===== src/logic/rtc_alarm_pkg.sv =====
package rtc_alarm_pkg;

	// ----------------------------------------
	// Register offsets
	// ----------------------------------------
	localparam logic [7:0] OFF_DAY_OF_WEEK    = 8'h18;
	localparam logic [7:0] OFF_TIME_ALARM     = 8'h1c;
	localparam logic [7:0] OFF_CALENDAR_ALARM = 8'h20;
	localparam logic [7:0] OFF_LEAP_YEAR_FLAG = 8'h24;
	localparam logic [7:0] OFF_IRQ_ENABLE     = 8'h28;
	localparam logic [7:0] OFF_IRQ_STATUS     = 8'h2c;
	localparam logic [7:0] OFF_PERIODIC_SEL   = 8'h30;

	// ----------------------------------------
	// Reset values and field positions
	// ----------------------------------------
	localparam logic [2:0] DOW_RESET       = 3'h6;
	localparam int         TENS_HOURS_LSB  = 20;
	localparam int         UNIT_HOURS_LSB  = 16;
	localparam int         TENS_MIN_LSB    = 12;
	localparam int         UNIT_MIN_LSB    = 8;
	localparam int         TENS_SEC_LSB    = 4;
	localparam int         UNIT_SEC_LSB    = 0;
	localparam int         TENS_YEARS_LSB  = 20;
	localparam int         UNIT_YEARS_LSB  = 16;
	localparam int         TENS_MONTHS_LSB = 12;
	localparam int         UNIT_MONTHS_LSB = 8;
	localparam int         TENS_DAYS_LSB   = 4;
	localparam int         UNIT_DAYS_LSB   = 0;

	// ----------------------------------------
	// Timing
	// ----------------------------------------
	localparam int unsigned CLK_HZ      = 200000000;
	localparam int unsigned RTC_HZ      = 32768;
	localparam int unsigned RTC_DIV_DEF = CLK_HZ / RTC_HZ;
	localparam logic [15:0] TICK_BASE   = 16'h8000;

	// ----------------------------------------
	// Types
	// ----------------------------------------
	typedef struct packed {
		logic [7:0]  addr;
		logic [31:0] wdata;
		logic        wr;
		logic        rd;
	} reg_req_t;

	typedef struct packed {
		logic [1:0] tens_of_hours;
		logic [3:0] unit_hours;
		logic [2:0] tens_of_minutes;
		logic [3:0] unit_minutes;
		logic [2:0] tens_of_seconds;
		logic [3:0] unit_seconds;
	} time_bcd_t;

	typedef struct packed {
		logic [3:0] tens_of_years;
		logic [3:0] unit_years;
		logic       tens_of_months;
		logic [3:0] unit_months;
		logic [1:0] tens_of_days;
		logic [3:0] unit_days;
	} date_bcd_t;

	typedef struct packed {
		logic periodic_pulse_flag;
		logic alarm_hit_flag;
	} irq_bits_t;

	typedef struct packed {
		logic [2:0] day_of_week;
		time_bcd_t  time_alarm;
		date_bcd_t  calendar_alarm;
		irq_bits_t  irq_enable;
		logic [2:0] periodic_interval_select;
	} cfg_t;

	// ----------------------------------------
	// Field packing
	// ----------------------------------------
	function automatic time_bcd_t word_to_time(input logic [31:0] w);
		word_to_time = {w[TENS_HOURS_LSB+:2], w[UNIT_HOURS_LSB+:4], w[TENS_MIN_LSB+:3],
			w[UNIT_MIN_LSB+:4], w[TENS_SEC_LSB+:3], w[UNIT_SEC_LSB+:4]};
	endfunction

	function automatic logic [31:0] time_to_word(input time_bcd_t t);
		time_to_word = {10'h000, t.tens_of_hours, t.unit_hours, 1'b0, t.tens_of_minutes,
			t.unit_minutes, 1'b0, t.tens_of_seconds, t.unit_seconds};
	endfunction

	function automatic date_bcd_t word_to_date(input logic [31:0] w);
		word_to_date = {w[TENS_YEARS_LSB+:4], w[UNIT_YEARS_LSB+:4], w[TENS_MONTHS_LSB],
			w[UNIT_MONTHS_LSB+:4], w[TENS_DAYS_LSB+:2], w[UNIT_DAYS_LSB+:4]};
	endfunction

	function automatic logic [31:0] date_to_word(input date_bcd_t d);
		date_to_word = {8'h00, d.tens_of_years, d.unit_years, 3'h0, d.tens_of_months,
			d.unit_months, 2'h0, d.tens_of_days, d.unit_days};
	endfunction

endpackage


===== src/logic/rtc_alarm_tick.sv =====
`timescale 1ns/1ps

// What this block does
// In 12-hour mode afternoon hours add two to tens digit, 17..23 become 25..31.
// Day-of-week register at offset 0x018 resets to six, Saturday.
// Time alarm holds BCD hours 21:16, minutes 14:8, seconds 6:0.
// Calendar alarm holds BCD years 23:16, months 12:8, days 5:0.
// Alarm values are stored unchecked; software must write valid BCD.
// Bit 0 of the leap register reads one in a leap year.
// Enable bit 1 turns on both the tick counter and its interrupt.
// Enable bit 0 gates the alarm interrupt.
// Each tick sets status bit 1, held until software clears it.
// Alarm match of time and calendar sets status bit 0 and raises interrupt when enable bit 0 is set.
// Software clears each status flag on its own through the register port.
// Tick select code 0 gives one second, each step halves, code 5 is 1/32.
// Codes 6 and 7 give 1/64 and 1/128 second.
// A written value takes effect on the second RTC clock step after the write, one to two RTC periods later.
// Register access only while the password-set access flag is raised.
// Format bit one is 24-hour; zero is 12-hour, midnight 12, noon 32.
module rtc_alarm_tick
	import rtc_alarm_pkg::*;
#(
	parameter int unsigned RTC_DIV = RTC_DIV_DEF
) (
	// Clock and reset
	input  wire logic       i_clk,
	input  wire logic       i_rstn,
	// Register port
	input  wire reg_req_t   i_req,
	output logic [31:0]     o_rdata,
	// Shared state from the time and calendar counters
	input  wire time_bcd_t  i_cur_time,
	input  wire date_bcd_t  i_cur_date,
	input  wire logic       i_hour_24,
	input  wire logic       i_access_granted,
	// Results
	output logic            o_irq,
	output logic [2:0]      o_day_of_week
);

	// ----------------------------------------
	// Reset release
	// ----------------------------------------
	logic rst_meta_r;
	logic rstn;

	always_ff @(posedge i_clk or negedge i_rstn) begin
		if (!i_rstn) begin
			rst_meta_r <= 1'b0;
			rstn       <= 1'b0;
		end else begin
			rst_meta_r <= 1'b1;
			rstn       <= rst_meta_r;
		end
	end

	// ----------------------------------------
	// RTC rate enable
	// ----------------------------------------
	logic [15:0] div_cnt_r;
	logic        rtc_en_r;

	always_ff @(posedge i_clk or negedge rstn) begin
		if (!rstn) begin
			div_cnt_r <= 16'h0000;
			rtc_en_r  <= 1'b0;
		end else if (div_cnt_r == 16'(RTC_DIV - 1)) begin
			div_cnt_r <= 16'h0000;
			rtc_en_r  <= 1'b1;
		end else begin
			div_cnt_r <= div_cnt_r + 16'h0001;
			rtc_en_r  <= 1'b0;
		end
	end

	// ----------------------------------------
	// Register writes
	// ----------------------------------------
	logic  wr_ok;
	logic  rd_ok;
	cfg_t  cfg_w_r;
	cfg_t  cfg_s1_r;
	cfg_t  cfg_r;
	localparam cfg_t CFG_RESET = '{day_of_week: DOW_RESET, default: '0};

	assign wr_ok = i_req.wr && i_access_granted;
	assign rd_ok = i_req.rd && i_access_granted;

	// Values stored as written, no range check
	always_ff @(posedge i_clk or negedge rstn) begin
		if (!rstn) begin
			cfg_w_r <= CFG_RESET;
		end else if (wr_ok) begin
			case (i_req.addr)
				OFF_DAY_OF_WEEK:    cfg_w_r.day_of_week <= i_req.wdata[2:0];
				OFF_TIME_ALARM:     cfg_w_r.time_alarm <= word_to_time(i_req.wdata);
				OFF_CALENDAR_ALARM: cfg_w_r.calendar_alarm <= word_to_date(i_req.wdata);
				OFF_IRQ_ENABLE:     cfg_w_r.irq_enable <= i_req.wdata[1:0];
				OFF_PERIODIC_SEL:   cfg_w_r.periodic_interval_select <= i_req.wdata[2:0];
				default: begin
				end
			endcase
		end
	end

	// Two RTC-rate stages, so the slow logic never sees a half-written value
	always_ff @(posedge i_clk or negedge rstn) begin
		if (!rstn) begin
			cfg_s1_r <= CFG_RESET;
			cfg_r    <= CFG_RESET;
		end else if (rtc_en_r) begin
			cfg_s1_r <= cfg_w_r;
			cfg_r    <= cfg_s1_r;
		end
	end

	// ----------------------------------------
	// Periodic tick
	// ----------------------------------------
	logic [15:0] tick_cnt_r;
	logic [15:0] tick_span;
	logic        tick_evt;

	// Span in RTC periods: 32768 shifted down by the select code
	assign tick_span = TICK_BASE >> cfg_r.periodic_interval_select; // see R12
	assign tick_evt  = rtc_en_r && cfg_r.irq_enable.periodic_pulse_flag &&
		(tick_cnt_r == tick_span - 16'h0001);

	always_ff @(posedge i_clk or negedge rstn) begin
		if (!rstn) begin
			tick_cnt_r <= 16'h0000;
		end else if (!cfg_r.irq_enable.periodic_pulse_flag) begin
			tick_cnt_r <= 16'h0000;
		end else if (rtc_en_r) begin
			tick_cnt_r <= tick_evt ? 16'h0000 : tick_cnt_r + 16'h0001;
		end
	end

	// ----------------------------------------
	// Alarm compare
	// ----------------------------------------
	logic [5:0] hour_12;
	time_bcd_t  cur_cmp;
	logic       match;
	logic       match_q_r;
	logic       alarm_evt;
	logic [4:0] hour_bin;
	logic [4:0] pm_bin;

	// Counters run in 24-hour BCD; the alarm is kept in the selected format
	always_comb begin
		hour_bin = 5'({i_cur_time.tens_of_hours, 3'h0}) + 5'({i_cur_time.tens_of_hours, 1'h0}) +
			5'(i_cur_time.unit_hours);
		pm_bin   = hour_bin - 5'h0c;
		if (hour_bin == 5'h00) begin
			hour_12 = 6'h12;
		end else if (hour_bin < 5'h0c) begin
			hour_12 = {i_cur_time.tens_of_hours, i_cur_time.unit_hours};
		end else if (hour_bin == 5'h0c) begin
			hour_12 = 6'h32;
		end else if (pm_bin >= 5'h0a) begin
			hour_12 = {2'h3, 4'(pm_bin - 5'h0a)};
		end else begin
			hour_12 = {2'h2, pm_bin[3:0]};
		end
		cur_cmp = i_cur_time;
		if (!i_hour_24) begin
			{cur_cmp.tens_of_hours, cur_cmp.unit_hours} = hour_12;
		end
	end

	assign match     = (cur_cmp == cfg_r.time_alarm) && (i_cur_date == cfg_r.calendar_alarm);
	assign alarm_evt = rtc_en_r && match && !match_q_r;

	always_ff @(posedge i_clk or negedge rstn) begin
		if (!rstn) begin
			match_q_r <= 1'b0;
		end else if (rtc_en_r) begin
			match_q_r <= match;
		end
	end

	// ----------------------------------------
	// Leap year
	// ----------------------------------------
	logic leap_r;

	// Years are 20xY; 2000 counts as leap
	always_ff @(posedge i_clk or negedge rstn) begin
		if (!rstn) begin
			leap_r <= 1'b0;
		end else if (i_cur_date.tens_of_years[0]) begin
			leap_r <= (i_cur_date.unit_years == 4'h2) || (i_cur_date.unit_years == 4'h6);
		end else begin
			leap_r <= (i_cur_date.unit_years == 4'h0) || (i_cur_date.unit_years == 4'h4) ||
				(i_cur_date.unit_years == 4'h8);
		end
	end

	// ----------------------------------------
	// Status and interrupt
	// ----------------------------------------
	irq_bits_t status_r;
	irq_bits_t status_clr;
	irq_bits_t status_set;

	assign status_clr = (wr_ok && i_req.addr == OFF_IRQ_STATUS) ? i_req.wdata[1:0] : 2'h0;
	assign status_set = {tick_evt, alarm_evt};

	// Set wins over a clear in the same cycle
	always_ff @(posedge i_clk or negedge rstn) begin
		if (!rstn) begin
			status_r <= 2'h0;
		end else begin
			status_r <= (status_r & ~status_clr) | status_set; // see R9 see R10
		end
	end

	always_ff @(posedge i_clk or negedge rstn) begin
		if (!rstn) begin
			o_irq <= 1'b0;
		end else begin
			o_irq <= |(status_r & cfg_r.irq_enable); // see R7
		end
	end

	always_ff @(posedge i_clk or negedge rstn) begin
		if (!rstn) begin
			o_day_of_week <= DOW_RESET;
		end else begin
			o_day_of_week <= cfg_r.day_of_week;
		end
	end

	// ----------------------------------------
	// Register reads
	// ----------------------------------------
	logic [31:0] rdata_nxt;

	always_comb begin
		rdata_nxt = 32'h0000_0000;
		if (rd_ok) begin
			case (i_req.addr)
				OFF_DAY_OF_WEEK:    rdata_nxt = {29'h0, cfg_w_r.day_of_week};
				OFF_TIME_ALARM:     rdata_nxt = time_to_word(cfg_w_r.time_alarm);
				OFF_CALENDAR_ALARM: rdata_nxt = date_to_word(cfg_w_r.calendar_alarm);
				OFF_LEAP_YEAR_FLAG: rdata_nxt = {31'h0, leap_r};
				OFF_IRQ_ENABLE:     rdata_nxt = {30'h0, cfg_w_r.irq_enable};
				OFF_IRQ_STATUS:     rdata_nxt = {30'h0, status_r};
				OFF_PERIODIC_SEL:   rdata_nxt = {29'h0, cfg_w_r.periodic_interval_select};
				default:            rdata_nxt = 32'h0000_0000;
			endcase
		end
	end

	always_ff @(posedge i_clk or negedge rstn) begin
		if (!rstn) begin
			o_rdata <= 32'h0000_0000;
		end else begin
			o_rdata <= rdata_nxt;
		end
	end

	// Counts RTC steps since the last bus write; the range of cycles is too wide for a delay range
	logic [1:0] settle_cnt_r;

	always_ff @(posedge i_clk or negedge rstn) begin
		if (!rstn) begin
			settle_cnt_r <= 2'h0;
		end else if (wr_ok) begin
			settle_cnt_r <= 2'h0;
		end else if (rtc_en_r && settle_cnt_r != 2'h2) begin
			settle_cnt_r <= settle_cnt_r + 2'h1;
		end
	end
endmodule


===== config.mk =====
export PLATFORM = sky130hd
export DESIGN_NAME = rtc_alarm_tick
export DESIGN_NICKNAME = d
export VERILOG_FILES = /design/src/logic/rtc_alarm_pkg.sv /design/src/logic/rtc_alarm_tick.sv
export SDC_FILE = /design/constraint.sdc
export NUM_CORES = 1
export LEC_CHECK = 0
export BUFFER_PORTS_ARGS = -buffer_cell sky130_fd_sc_hd__buf_4
export CAP_MARGIN = 20
export CORE_ASPECT_RATIO = 0.6
export CORE_UTILIZATION = 35
export CTS_BUF_LIST = sky130_fd_sc_hd__clkbuf_4 sky130_fd_sc_hd__clkbuf_8
export DETAILED_ROUTE_END_ITERATION = 10
export GPL_TIMING_DRIVEN = 0
export PLACE_DENSITY = 0.59
export SYNTH_ARGS = -nofsm -noshare
export SYNTH_HDL_FRONTEND = slang
export SYNTH_SLANG_ARGS = --single-unit

===== constraint.sdc =====
create_clock -name i_clk -period 5.8 [get_ports i_clk]
set_input_delay 0 -clock i_clk [delete_from_list [all_inputs] [get_ports i_clk]]
set_output_delay 0 -clock i_clk [all_outputs]
set_load 0.1 [all_outputs]

Word level (Yosys, flattened, before mapping) --
Cells that the tools add are included.
Word-level totals: input port bits 85, output and inout port bits 36, register bits after elaboration 216
Cells by class: eq/ne operators 17, reductions and logical operators 20, add/subtract/negate cells 7, mux-type cells 14, bitwise logic cells 4, order comparisons 2, shift-type cells 1
Operators with widths (number):
- $pmux W24 S7 | 1
- $mux W16 | 4
- $eq A8 B6 Y1 const B | 5
- $add A16 B1 Y16 const B | 2
- $mux W32 | 1
- $eq A20 B20 Y1 | 1
- $eq A19 B19 Y1 | 1
- $mux W6 | 3
- $eq A16 B13 Y1 const B | 1
- $eq A16 B16 Y1 | 1
- $eq A8 B5 Y1 const B | 2
- $shr A16 B3 Y16 const A | 1
- $sub A16 B1 Y16 const B | 1
- $mux W5 | 2
- $reduce_and A2 Y1 | 5
- $eq A4 B3 Y1 const B | 2
- $logic_and A1 B1 Y1 | 8
- $add A5 B3 Y5 | 1
- $add A5 B4 Y5 | 1
- $eq A5 B4 Y1 const B | 1
- $ge A5 B4 Y1 const B | 1
- $logic_not A5 Y1 | 1
- $lt A5 B4 Y1 const B | 1
- $sub A5 B4 Y5 const B | 1
- other kinds (13) | 17

Longest topological paths before layout --
depth in word-level cells 14, depth in mapped cells 14, gate-level depth less buffers 13

Worst setup path after synthesis --
No wires, ideal clock.
path kind input to register, from input port i_cur_time[15] (netlist bit), to register status_r[0] (netlist bit), setup slack 3.078 ns, arrival 2.619 ns, cell stages on the path 14, data required time 5.696 ns, buffers on the path 1, cell sequence ha_1 > inv_1 > fa_1 > xnor2_1 > inv_1 > ha_1 > or3b_1 > buf_2 > a31oi_1 > mux2i_1 > xor2_1 > a2111oi_4 > o2111ai_1 > o41ai_2
On the way: cells in the longest elaborated chain, start to end 13, elaborated cells on any way between the ends 17
RTL lines:
- start, declared | RTL line rtc_alarm_tick.sv:32 | input wire time_bcd_t i_cur_time,
- $add A5 B4 Y5 | RTL line rtc_alarm_tick.sv:152 | hour_bin = 5'({i_cur_time.tens_of_hours, 3'h0}) + 5'({i_cur_time.tens_of_hours, 1'h0}) +
- $sub A5 B4 Y5 | RTL line rtc_alarm_tick.sv:154 | pm_bin = hour_bin - 5'h0c;
- $sub A4 B4 Y4 / $ge A5 B4 Y1 (equally long branches) | RTL line rtc_alarm_tick.sv:162, rtc_alarm_tick.sv:161
- $mux W5 | RTL line rtc_alarm_tick.sv:161 | end else if (pm_bin >= 5'h0a) begin
- $mux W5 | RTL line rtc_alarm_tick.sv:159 | end else if (hour_bin == 5'h0c) begin
- $mux W6 | RTL line rtc_alarm_tick.sv:157 | end else if (hour_bin < 5'h0c) begin
- $mux W6 | RTL line rtc_alarm_tick.sv:155 | if (hour_bin == 5'h00) begin
- $mux W6 (*) | RTL line rtc_alarm_tick.sv:167 | if (!i_hour_24) begin
- $eq A20 B20 Y1 (*) | RTL line rtc_alarm_tick.sv:172 | assign match = (cur_cmp == cfg_r.time_alarm) && (i_cur_date == cfg_r.calendar_alarm);
- $logic_and A1 B1 Y1 (*) | RTL line rtc_alarm_tick.sv:172
- $logic_and A1 B1 Y1 (*) (2 in a row) | RTL line rtc_alarm_tick.sv:173 | assign alarm_evt = rtc_en_r && match && !match_q_r;
- $or A2 B2 Y2 (*) | RTL line rtc_alarm_tick.sv:215 | status_r <= (status_r & ~status_clr) | status_set;
- end signal, assigned | RTL line rtc_alarm_tick.sv:215
- end, declared | RTL line rtc_alarm_tick.sv:203 | irq_bits_t status_r;
Mark *: on every way between the ends. The rest lies on a longest branch, timed or not. A chain may end at the register's enable or synchronous reset.

Final worst setup path --
from input port i_cur_time[18] (netlist bit), to register status_r[0] (netlist bit)
On the way: cells in the longest elaborated chain, start to end 14, elaborated cells on any way between the ends 18
RTL lines (RTL line):
- $add A5 B3 Y5 | rtc_alarm_tick.sv:152
- $add A5 B4 Y5 | rtc_alarm_tick.sv:152
- $sub A5 B4 Y5 | rtc_alarm_tick.sv:154
- $sub A4 B4 Y4 / $ge A5 B4 Y1 (equally long branches) | rtc_alarm_tick.sv:162, rtc_alarm_tick.sv:161
- $mux W5 | rtc_alarm_tick.sv:161
- $mux W5 | rtc_alarm_tick.sv:159
- $mux W6 | rtc_alarm_tick.sv:157
- $mux W6 | rtc_alarm_tick.sv:155
- $mux W6 (*) | rtc_alarm_tick.sv:167
- $eq A20 B20 Y1 (*) | rtc_alarm_tick.sv:172
- $logic_and A1 B1 Y1 (*) | rtc_alarm_tick.sv:172
- $logic_and A1 B1 Y1 (*) (2 in a row) | rtc_alarm_tick.sv:173
- $or A2 B2 Y2 (*) | rtc_alarm_tick.sv:215
Marks and branches as above.

==> reports/results.ini <==
[run_status]
status = complete, no violations

[finish]
diodes = 0
finalNetCount = 1066
fin_util = 0.444
drive_gt1_frac = 0.324
syn_to_final_growth_pct = 24.0
fin_area_um2 = 11800

[place]
gp_congestion = 0.849
dp_hpwl_mm = 17.4
dpl_cell_area_um2 = 10800
port_buffers = 97

[drt]
ant_nets = 0
routed_wl_mm = 24.4
drt-initial-drc-count = 472
drcViolationCount = 0
vias = 6698
wl_per_cell_um = 18.1
vias_per_cell = 4.97
firstDrtPassIters = 5

[setup_path]
cp.depth = 16
rrSetupSlack_ns = 2.31
crit_type = primary input to flop
rr_worst_depth = 8
critPathLaunchType = primary input
cp_top_family = buffers and inverters
r2r-start = cfg_r[33]
critPathCaptureType = flop
max_stage_delay_ns = 0.58
cp_max_fo = 6
worstPathRequired_ns = 6.30
slowest_stage = dlygate4sd3_1
path_cells = dlygate4sd3_1 > buf_4 > ha_1 > inv_1 > fa_1 > xnor2_1 > inv_1 > ha_1 > nor2b_1 > nor2_1 > o21ai_0 > o211ai_1 > mux2i_1 > o2111ai_1 > o41ai_2 > dlygate4sd3_1
arrival_ns = 4.46
r2r_end = status_r[0]
cp_num_buf_inv = 5

[floorplan]
die_w_um = 215
ios = 121
rows = 46
coreArea_um2 = 26500
dieHeight_um = 130
die_area_um2 = 27800
initial_core_util = 0.358

[clock_tree]
clock_path_buffers = 3
cts_tree = done
postCtsResizedCells = 0
htreeDepth = 1
clockRootBuffer = clkbuf_8
cts.sinks = 206
clk_latency_ns = 0.57
numCtsBuffers = 29
clkTransAtPathRegs_ns = 0.07

[logic_synthesis]
synth_area_leaders = dfrtp_1, mux2_2, xnor2_1
synth_cell_type_count = 65
synth-seq-cells = 206
synthArstFlopShare = 1.00
syn_area_um2 = 9490
ys_seq_area_frac = 0.544
synth.avg_cell_area_um2 = 12.0
ys_warn_count = 0
synth-edff-count = 0
synthFlopType = dfrtp_1
yosysTopAreaCellShare = 0.522
synth_area_leader_cell = dfrtp_1
post-synth-top-count-cell = dfrtp_1
netlist_top_cells_count = dfrtp_1, mux2_2, nand2_1, xnor2_1, nor2_1
netlist_instances = 790

[global_routing]
grt_overflow_total = 0
grt_use_total = 0.180
antenna_found_initial = 0
grt_max_degree = 71
grt_pass1_vias = 6474
grt_pass1_wl_mm = 38.4

[sta]
maxSlewViolCount = 0
period_share = 0.684
final.min_clock_period_ns = 3.97
relSlewSlack = 0.347
skew_ns = 0.0234
fin_setup_tns_ns = 0
tightestPinTransition_ns = 0.980
setup_viol = 0
hold_viol = 0
holdWs_ns = 0.0938
rsz0062_at_grt = no
max_freq_mhz = 252

[job]
cap_violations = 0

[power_and_ir_drop]
p_sw_frac = 0.244
irDropWorstVdd_uv = 141
comb_power_share = 0.088
pwr-share-clk = 0.410
pwr-share-seq = 0.502
p_switching_uw = 711
power.static_leakage_nw = 5.52
totalPowerFinal_mw = 2.91
cellPowerDensity_nw_per_um2 = 247
power.internal_mw = 2.20

[min_path]
min-delay-start = i_req[39]
min_to = o_rdata[6]
hp-class = primary input to flop
holdPathStages = 4

-- worst min-delay path: cells and delay by family --
kind            cells  cell delay [ns]
buf+inv             1             0.13
compound gates      1             0.18
simple gates        2             0.30
-- repair_timing --
action                                 CTS  global route
endpoints found under the hold margin   65             0
buffers inserted                         0             0
hold buffers                            38             0
-- routing by layer --
metal,part of all wire,up-vias,track usage
met1,0.55,3362,0.295
li1,-,3150,-
met2,0.38,159,0.234
met3,0.057,27,0.0408
met4,0.012,0,0.0340
met5,0,-,0
-- sequential cells by signal (all words and copies together), names as in the netlist, 2 cells and up --
register	cells
o_rdata	22
cfg_w_r	47
tick_cnt_r	16
o_day_of_week	3
status_r	2
cfg_s1_r	47
div_cnt_r	16
cfg_r	47
-- cell families (layout without fill, tap and decap cells) --
kind of cell    after synthesis  in the layout  synth area share
other cells                   2             11          0.000791
mux                         140            140             0.166
flops                       206            206             0.544
xor+xnor                     57             57            0.0526
simple gates                212            212             0.116
buf+inv                      59            248            0.0282
fa+ha+maj                    13             13            0.0179
compound gates              101            101            0.0743
-- final cells by class --
| cell class | instances | area, um2 |
|---|---|---|
| Sequential cell | 206 | 5170 |
| Clock buffer | 50 | 594 |
| Clock inverter | 1 | 5.00 |
| Inverter | 13 | 48.8 |
| Multi-Input combinational cell | 534 | 4090 |
| Tap cell | 360 | 450 |
| Fill cell | 2471 | 14800 |
| Buffer | 46 | 219 |
| Timing Repair Buffer | 138 | 1190 |
-- placed cells by master (no fill, tap or decap), types with 4 or more instances in the layout --
cell type	instances
nand2_1	58
nor2b_1	8
mux2_2	133
o22ai_1	5
o21ai_0	30
nand4_1	10
dlygate4sd3_1	38
dfrtp_1	197
mux2i_1	6
nor3_1	11
nand2b_1	4
clkbuf_1	33
nand3_1	22
clkbuf_8	35
o2111ai_1	4
dfstp_2	8
or3_1	7
nor2_1	38
ha_1	12
xnor2_1	42
xor2_1	15
a22oi_1	18
a21oi_1	15
inv_1	13
or2_2	7
buf_4	109
and3_1	24
clkbuf_4	15
conb_1	11
-- metrics by stage --
step	std cells	setup slack, ns
after floorplan	799	2.42
after global placement	1256	1.06
after detailed placement	1259	2.48
after CTS	1348	1.99
after global routing	1348	1.62
final	1348	1.83
-- power by group through the flow --
stage | logic, mW | clock network, mW | registers [mW]
after floorplan | 0.129 | 0 | 1.50
after global placement | 0.203 | 0 | 1.51
after detailed placement | 0.234 | 0 | 1.49
after CTS | 0.255 | 1.22 | 1.46
after global routing | 0.276 | 1.29 | 1.46
final | 0.255 | 1.19 | 1.46
-- how the worst max path moves through the flow --
stage / startpoint / end / slack, ns
finish: i_cur_time[18] / status_r[0] / 1.83
global route: i_cur_time[18] / status_r[0] / 1.62
CTS: i_cur_time[18] / status_r[0] / 1.99
global placement: rstn / o_rdata[21] / 1.06
detailed placement: i_cur_time[18] / status_r[0] / 2.48
floorplan: rstn / cfg_r[0] / 2.42
Note: power is estimated with default switching activity, not from simulation.
